**src/nmpw_pkg.sv**
```systemverilog
// nmpw_pkg.sv: constants for the nmi, pin interrupt and wake select block
package nmpw_pkg;

    // ------------------------------------------------------------------
    // register byte addresses
    // ------------------------------------------------------------------
    localparam logic [31:0] NMPW_NMI_SRC_ADDR = 32'h4004_8174;
    localparam logic [31:0] NMPW_PIN_SEL0_ADDR = 32'h4004_8178;
    localparam logic [31:0] NMPW_PIN_SEL7_ADDR = 32'h4004_8194;
    localparam logic [31:0] NMPW_PIN_WAKE_ADDR = 32'h4004_8204;
    localparam logic [31:0] NMPW_PERI_WAKE_ADDR = 32'h4004_8214;
    localparam logic [31:0] NMPW_IRQ_STAT_ADDR = 32'h4004_82F0;
    localparam logic [31:0] NMPW_IRQ_MASK_ADDR = 32'h4004_82F4;
    localparam logic [31:0] NMPW_LIVE_ADDR = 32'h4004_82F8;

    // ------------------------------------------------------------------
    // field layout
    // ------------------------------------------------------------------
    localparam int NMPW_NMI_IRQ_NUMBER_W = 5;
    localparam int NMPW_NMI_EN_BIT = 31;
    localparam int NMPW_PIN_NUM_W = 6;
    localparam int NMPW_PIN_VEC_W = 32;
    localparam logic [5:0] NMPW_PIN_HOLE = 6'h06;
    localparam logic [5:0] NMPW_PIN_MAX = 6'h1E;
    localparam int NMPW_CHAN_CNT = 8;
    localparam int NMPW_IRQ_CNT = 32;
    localparam int NMPW_PIN_SLOT_BASE = 24;
    localparam int NMPW_WAKE_SRC_W = 16;
    localparam logic [7:0] NMPW_PIN_WAKE_MASK = 8'hFF;
    // writable peripheral wake bits: 0,3,4,6,7,8,11,12,13,15
    localparam logic [15:0] NMPW_PERI_WAKE_MASK = 16'hB9D9;

    // ------------------------------------------------------------------
    // reset values
    // ------------------------------------------------------------------
    localparam logic [4:0] NMPW_NMI_IRQ_NUMBER_RST = 5'h00;
    localparam logic NMPW_NMI_EN_RST = 1'b0;
    localparam logic [5:0] NMPW_PIN_SEL_RST = 6'h00;
    localparam logic [7:0] NMPW_PIN_WAKE_RST = 8'h00;
    localparam logic [15:0] NMPW_PERI_WAKE_RST = 16'h0000;

    // ------------------------------------------------------------------
    // event status bits
    // ------------------------------------------------------------------
    localparam int NMPW_ST_NMI = 0;
    localparam int NMPW_ST_WAKE = 1;
    localparam int NMPW_ST_BADPIN = 2;
    localparam int NMPW_ST_W = 3;
    localparam logic [2:0] NMPW_ST_RST = 3'h0;

endpackage

```
**src/nmpw_top.sv**
```systemverilog
// nmpw_top.sv: nmi source select, pin interrupt select and wake enables
`timescale 1ns/1ps
`default_nettype none
module nmpw_top
    import nmpw_pkg::*;
(
    input wire logic i_core_clk,
    input wire logic i_rst_n,
    input wire logic [31:0] i_reg_addr,
    input wire logic [31:0] i_reg_wdata,
    input wire logic i_reg_wr,
    input wire logic i_reg_rd,
    output logic [31:0] o_reg_rdata,
    input wire logic [31:0] i_periph_irq,
    input wire logic [30:0] i_pin_in,
    input wire logic [15:0] i_wake_src,
    input wire logic i_deep_sleep,
    output logic [31:0] o_core_irq,
    output logic o_nmi,
    output logic [7:0] o_pin_chan,
    output logic o_wake_req,
    output logic o_irq
);

    // ------------------------------------------------------------------
    // helpers
    // ------------------------------------------------------------------

    // pin numbers 0..5 and 7..30 exist
    function automatic logic nmpw_pin_ok(input logic [5:0] num);
        nmpw_pin_ok = (num <= NMPW_PIN_MAX) && (num != NMPW_PIN_HOLE);
    endfunction

    // word-aligned hit inside the selector window
    function automatic logic nmpw_sel_hit(input logic [31:0] addr);
        nmpw_sel_hit = (addr >= NMPW_PIN_SEL0_ADDR) && (addr <= NMPW_PIN_SEL7_ADDR)
            && (addr[1:0] == 2'b00);
    endfunction

    // ------------------------------------------------------------------
    // state
    // ------------------------------------------------------------------
    logic [4:0] nmi_irq_number;
    logic nmi_route_enable;
    logic [5:0] pin_irq_select [NMPW_CHAN_CNT];
    logic [7:0] pin_wake_enable;
    logic [15:0] peripheral_wake_enable;
    logic [NMPW_ST_W-1:0] irq_status;
    logic [NMPW_ST_W-1:0] irq_mask;
    logic [NMPW_PIN_VEC_W-1:0] pin_meta;
    logic [NMPW_PIN_VEC_W-1:0] pin_sync;
    logic [31:0] sel_off;
    logic [2:0] sel_idx;
    logic sel_hit;
    logic [7:0] next_pin_chan;
    logic [31:0] next_core_irq;
    logic next_nmi;
    logic next_wake_req;
    logic [NMPW_ST_W-1:0] next_events;
    logic [31:0] next_rdata;

    // selector index from the byte address
    assign sel_off = i_reg_addr - NMPW_PIN_SEL0_ADDR;
    assign sel_idx = sel_off[4:2];
    assign sel_hit = nmpw_sel_hit(i_reg_addr);

    // ------------------------------------------------------------------
    // pin synchroniser
    // ------------------------------------------------------------------

    // pins are asynchronous; bit 31 has no pin and stays low
    always_ff @(posedge i_core_clk) begin
        if (!i_rst_n) begin
            pin_meta <= '0;
            pin_sync <= '0;
        end else begin
            pin_meta <= {1'b0, i_pin_in};
            pin_sync <= pin_meta;
        end
    end

    // ------------------------------------------------------------------
    // configuration registers
    // ------------------------------------------------------------------

    // nmi source: change order is the software's job, no interlock here
    always_ff @(posedge i_core_clk) begin
        if (!i_rst_n) begin
            nmi_irq_number <= NMPW_NMI_IRQ_NUMBER_RST;
            nmi_route_enable <= NMPW_NMI_EN_RST;
        end else if (i_reg_wr && i_reg_addr == NMPW_NMI_SRC_ADDR) begin
            nmi_irq_number <= i_reg_wdata[NMPW_NMI_IRQ_NUMBER_W-1:0];
            nmi_route_enable <= i_reg_wdata[NMPW_NMI_EN_BIT];
        end
    end

    // eight selectors; invalid numbers are stored but select nothing
    always_ff @(posedge i_core_clk) begin
        if (!i_rst_n) begin
            for (int k = 0; k < NMPW_CHAN_CNT; k++) begin
                pin_irq_select[k] <= NMPW_PIN_SEL_RST;
            end
        end else if (i_reg_wr && sel_hit) begin
            pin_irq_select[sel_idx] <= i_reg_wdata[NMPW_PIN_NUM_W-1:0];
        end
    end

    // wake enables; unmapped peripheral bits cannot be set
    always_ff @(posedge i_core_clk) begin
        if (!i_rst_n) begin
            pin_wake_enable <= NMPW_PIN_WAKE_RST;
            peripheral_wake_enable <= NMPW_PERI_WAKE_RST;
        end else begin
            if (i_reg_wr && i_reg_addr == NMPW_PIN_WAKE_ADDR) begin
                pin_wake_enable <= i_reg_wdata[7:0] & NMPW_PIN_WAKE_MASK;
            end
            if (i_reg_wr && i_reg_addr == NMPW_PERI_WAKE_ADDR) begin
                peripheral_wake_enable <= i_reg_wdata[15:0] & NMPW_PERI_WAKE_MASK;
            end
        end
    end

    // interrupt mask
    always_ff @(posedge i_core_clk) begin
        if (!i_rst_n) begin
            irq_mask <= NMPW_ST_RST;
        end else if (i_reg_wr && i_reg_addr == NMPW_IRQ_MASK_ADDR) begin
            irq_mask <= i_reg_wdata[NMPW_ST_W-1:0];
        end
    end

    // ------------------------------------------------------------------
    // routing
    // ------------------------------------------------------------------

    // selector picks the physical pin, whatever function the matrix gave it
    always_comb begin
        next_pin_chan = '0;
        for (int k = 0; k < NMPW_CHAN_CNT; k++) begin
            if (nmpw_pin_ok(pin_irq_select[k])) begin
                next_pin_chan[k] = pin_sync[pin_irq_select[k][4:0]];
            end
        end
    end

    // normal requests 0..23 pass untouched; pin channels take slots 24..31 in place of theirs
    always_comb begin
        next_core_irq = i_periph_irq;
        for (int k = 0; k < NMPW_CHAN_CNT; k++) begin
            next_core_irq[NMPW_PIN_SLOT_BASE+k] = o_pin_chan[k];
        end
    end

    // the nmi copy does not suppress the normal request
    assign next_nmi = nmi_route_enable && next_core_irq[nmi_irq_number];

    // wake only while asleep, from any enabled source
    assign next_wake_req = i_deep_sleep
        && ((|(pin_wake_enable & o_pin_chan))
        || (|(peripheral_wake_enable & i_wake_src)));

    // all routed outputs registered on the same edge; the pin slots of o_core_irq trail o_pin_chan by one edge
    always_ff @(posedge i_core_clk) begin
        if (!i_rst_n) begin
            o_pin_chan <= '0;
            o_core_irq <= '0;
            o_nmi <= 1'b0;
            o_wake_req <= 1'b0;
        end else begin
            o_pin_chan <= next_pin_chan;
            o_core_irq <= next_core_irq;
            o_nmi <= next_nmi;
            o_wake_req <= next_wake_req;
        end
    end

    // ------------------------------------------------------------------
    // event status and interrupt
    // ------------------------------------------------------------------

    // rising nmi, rising wake, and a write of a pin number that does not exist
    always_comb begin
        next_events = '0;
        next_events[NMPW_ST_NMI] = next_nmi && !o_nmi;
        next_events[NMPW_ST_WAKE] = next_wake_req && !o_wake_req;
        next_events[NMPW_ST_BADPIN] = i_reg_wr && sel_hit
            && !nmpw_pin_ok(i_reg_wdata[5:0]);
    end

    // write one to clear; a new event in the same cycle wins
    always_ff @(posedge i_core_clk) begin
        if (!i_rst_n) begin
            irq_status <= NMPW_ST_RST;
        end else if (i_reg_wr && i_reg_addr == NMPW_IRQ_STAT_ADDR) begin
            irq_status <= (irq_status & ~i_reg_wdata[NMPW_ST_W-1:0]) | next_events;
        end else begin
            irq_status <= irq_status | next_events;
        end
    end

    // level interrupt from unmasked sticky bits
    always_ff @(posedge i_core_clk) begin
        if (!i_rst_n) begin
            o_irq <= 1'b0;
        end else begin
            o_irq <= |(irq_status & irq_mask);
        end
    end

    // ------------------------------------------------------------------
    // read path
    // ------------------------------------------------------------------

    // reserved bits and unmapped addresses read as zero
    always_comb begin
        next_rdata = '0;
        if (sel_hit) begin
            next_rdata[NMPW_PIN_NUM_W-1:0] = pin_irq_select[sel_idx];
        end else begin
            case (i_reg_addr)
                NMPW_NMI_SRC_ADDR: begin
                    next_rdata[NMPW_NMI_IRQ_NUMBER_W-1:0] = nmi_irq_number;
                    next_rdata[NMPW_NMI_EN_BIT] = nmi_route_enable;
                end
                NMPW_PIN_WAKE_ADDR: next_rdata[7:0] = pin_wake_enable;
                NMPW_PERI_WAKE_ADDR: next_rdata[15:0] = peripheral_wake_enable;
                NMPW_IRQ_STAT_ADDR: next_rdata[NMPW_ST_W-1:0] = irq_status;
                NMPW_IRQ_MASK_ADDR: next_rdata[NMPW_ST_W-1:0] = irq_mask;
                NMPW_LIVE_ADDR: next_rdata[9:0] = {o_wake_req, o_nmi, o_pin_chan};
                default: next_rdata = '0;
            endcase
        end
    end

    // data stands only in the cycle after the read strobe
    always_ff @(posedge i_core_clk) begin
        if (!i_rst_n) begin
            o_reg_rdata <= '0;
        end else begin
            o_reg_rdata <= i_reg_rd ? next_rdata : 32'h0000_0000;
        end
    end
endmodule
`default_nettype wire

```
**config.mk**
```make
export PLATFORM = sky130hd
export DESIGN_NAME = nmpw_top
export DESIGN_NICKNAME = d
export VERILOG_FILES = /design/src/nmpw_pkg.sv /design/src/nmpw_top.sv
export SDC_FILE = /design/constraint.sdc
export NUM_CORES = 1
export LEC_CHECK = 0
export BUFFER_PORTS_ARGS = -buffer_cell sky130_fd_sc_hd__buf_2
export CAP_MARGIN = 10
export CORE_ASPECT_RATIO = 1.75
export CORE_MARGIN = 5
export CORE_UTILIZATION = 50
export CTS_BUF_LIST = sky130_fd_sc_hd__clkbuf_2
export DETAILED_ROUTE_END_ITERATION = 10
export GPL_ROUTABILITY_DRIVEN = 1
export HOLD_SLACK_MARGIN = 0.1
export PLACE_DENSITY = 0.85
export SLEW_MARGIN = 20
export SYNTH_ARGS = -nofsm -noshare
export SYNTH_HDL_FRONTEND = slang
export SYNTH_SLANG_ARGS = --single-unit
```
**constraint.sdc**
```tcl
create_clock -name i_core_clk -period 4.1 [get_ports i_core_clk]
set_clock_uncertainty 0.1 [all_clocks]
set_input_delay 0.82 -clock i_core_clk [delete_from_list [all_inputs] [get_ports i_core_clk]]
set_output_delay 0.82 -clock i_core_clk [all_outputs]
set_load 0.005 [all_outputs]
```
==> results.json <==
{
  "critical_path.cell_chain": "buf_2 > or4_4 > or4_4 > o32ai_1 > buf_4 > nand4_1 > nor2_1",
  "ys_warn_count": 0,
  "cp_slowest_cell": "or4_4",
  "setup_violations": 0,
  "num_vias": 8261,
  "cp_top_family": "simple AND/OR/NAND/NOR gates",
  "cts_max_path_buffers": 2,
  "max_stage_delay_ps": 610,
  "ys_types": 60,
  "place_hpwl_microns": 20800,
  "routed_wl_microns": 29100,
  "numCtsBuffers": 17,
  "antenna_found_initial": 2,
  "path_max_fanout": 12,
  "timing.final.max_slew_violations": 0,
  "num_rows": 68,
  "nNetsFinal": 1235,
  "drive_gt1_share_pct": 30.1,
  "clock-root-buffer": "clkbuf_2",
  "clk_latency_ps": 820,
  "via_per_inst": 6.16,
  "rsz0062_at_grt": "no",
  "synthFlopType": "dfxtp_1",
  "die_y_microns": 196,
  "worst_slew_pin_slew_ps": 734,
  "syn-cell-area_sq_um": 9920,
  "globalplace.congestion": 1.01,
  "final_common_cell": "buf_2",
  "cts_tree": "built",
  "final_cell_mix": "buf_2 (173), dfxtp_1 (150), and2_1 (96)",
  "cp_data_required_time_ps": 4670,
  "synth_edf_count": 48,
  "clock-sinks": 198,
  "vdd_drop_max_mv": 0.275,
  "wire_per_inst_microns": 21.7,
  "start_kind": "input port",
  "min_period_over_period_pct": 68.2,
  "grt_max_degree": 85,
  "synth_cells": 874,
  "drc": 0,
  "core-area_sq_um": 19700,
  "crit_top_cell": "or4_4",
  "critPathBufInv": 2,
  "ys_ff_latch": 198,
  "syn_area_per_cell_sq_um": 11.3,
  "syn2layout_area_growth_pct": 18.8,
  "relSlewSlack_pct": 51.1,
  "r2r_slack_ps": 1640,
  "finalHoldViolCount": 0,
  "fill_cells": 1512,
  "initial_utilization_pct": 50.5,
  "grt_pass1_vias": 8137,
  "ios": 223,
  "groute.usage.overall_pct": 25.7,
  "hold_path.class": "input port to flop",
  "status": "complete, no violations",
  "leakagePower_nw": 4.54,
  "cts_setup_buffers": 0,
  "chipWidth_microns": 116,
  "criticalPathCategory": "input port to flop",
  "ys_seq_area_share_pct": 44.8,
  "dp_slack_ps": 463,
  "grt.overflow.total": 0,
  "setup_ws_ps": 1300,
  "drtAntennaViolNets": 0,
  "firstDrtPassIters": 5,
  "dieArea_sq_um": 22900,
  "clk_pin_slew_ps": 280,
  "ff_latch_area_sq_um": 4440,
  "grt_first_pass_wirelength_microns": 44300,
  "maxCapViolations": 0,
  "htree_levels": 4,
  "finalCriticalPeriod_ps": 2800,
  "multiInputGateArea_sq_um": 5110,
  "port_buffers": 173,
  "cp.arrival_ps": 3370,
  "power_density_nw_per_um2": 305,
  "async_reset_ff_share_pct": 0,
  "end_kind": "flop",
  "drt_iter0_drc": 796,
  "fin_tns_setup_ps": 0,
  "fmax_mhz": 358
}
cell type report:
type,count,area share [%]
Multi-Input combinational cell,603,43.4
Sequential cell,198,37.7
Timing Repair Buffer,255,13.9
Tap cell,245,2.60
Clock inverter,15,1.37
Clock buffer,17,0.722
Inverter,8,0.255
Antenna cell,1,0.0212
power by group:
group          leakage [nW]  switching (mW)  internal, mW
clock                 0.151           0.716         0.253
combinational          2.70           0.185         0.257
sequential             1.68           0.112          2.07
total                  4.54            1.01          2.58
registers in the layout, indices dropped and copies added, names as in the netlist:
name and cells:
peripheral_wake_enable 10, o_irq 1, nmi_route_enable 1, o_reg_rdata 15
pin_meta 31, nmi_irq_number 5, o_nmi 1, pin_irq_select 48
pin_sync 31, irq_status 3, irq_mask 3, o_core_irq 32
pin_wake_enable 8, o_wake_req 1, o_pin_chan 8
logic make-up (layout without fill, tap and decap cells):
logic type / count (synthesis) / in the layout / synth area share [%]
multiplexers: 133 / 133 / 24.1
AND/OR/NAND/NOR: 338 / 338 / 19.1
buffers and inverters: 89 / 295 / 4.26
AO/OA/AOI/OAI: 111 / 111 / 7.12
flip-flops: 198 / 198 / 44.8
adder cells (fa/ha/maj): 4 / 4 / 0.505
other: 1 / 18 / 0.0378
worst register-to-register path: stages (launching register included):
cell and delay [ps]:
edfxtp_1 890, mux4_2 590, mux4_2 530, mux2i_1 220
nor4_1 70
repair_timing:
action                                  in CTS  in global routing
resized for setup                            0                  0
hold buffers                                64                  0
endpoints found under the setup margin       0                  0
hold endpoints to repair                    66                  0
synthesized netlist by cell type, drive strengths merged, types with 5 or more instances:
cell type	n	area share, %
inv	8	0.30
nor3	9	0.45
clkbuf	42	1.6
dfxtp	150	30
nand4	7	0.44
mux4	84	19
mux2	9	1.0
and2	96	6.1
nor4b	5	0.78
a32oi	6	0.53
nand3b	8	0.61
nor2b	6	0.38
a22oi	9	0.68
nand2	37	1.4
a21oi	32	1.6
nand2b	10	0.63
o21ai	31	1.6
nor2	71	2.7
nand3	45	2.3
edfxtp	48	15
nor4	15	1.1
a211oi	8	0.61
or3	9	0.57
mux2i	40	4.0
buf	39	2.4
per-layer routing:
metal / up-vias / track usage (%) / part of all wire, %
met2: 586 / 44.8 / 52
met3: 176 / 6.23 / 9.4
met1: 3834 / 25.7 / 30
li1: 3663 / - / -
met5: - / 0 / 0.041
met4: 2 / 19.0 / 8.7
through the flow:
stage          hold WS [ps]  util [%]  instances  power (mW)  area (sq um)
4_1_cts                 148      59.9       1341        3.60         11800
2_1_floorplan           310         -        890        2.44          9980
6_report                221      60.0       1342        3.60         11800
3_3_place_gp            316      55.4       1245        2.59         10900
5_1_grt                 163      60.0       1342        3.74         11800
3_5_place_dp            317      55.4       1245        2.60         10900
worst paths after layout:
check,from,to,cells after the start
max,i_reg_addr[13],pin_irq_select[1][1]$_SDFFCE_PN0P_,7
min,i_reg_wdata[5],pin_wake_enable[5]$_SDFFE_PN0P_,3
max reg2reg,pin_irq_select[2][0]$_SDFFCE_PN0P_,o_pin_chan[2]$_SDFF_PN0_,4
min reg2reg,pin_meta[27]$_SDFF_PN0_,pin_sync[27]$_SDFF_PN0_,1
Note: power is estimated with default switching activity, not from simulation.
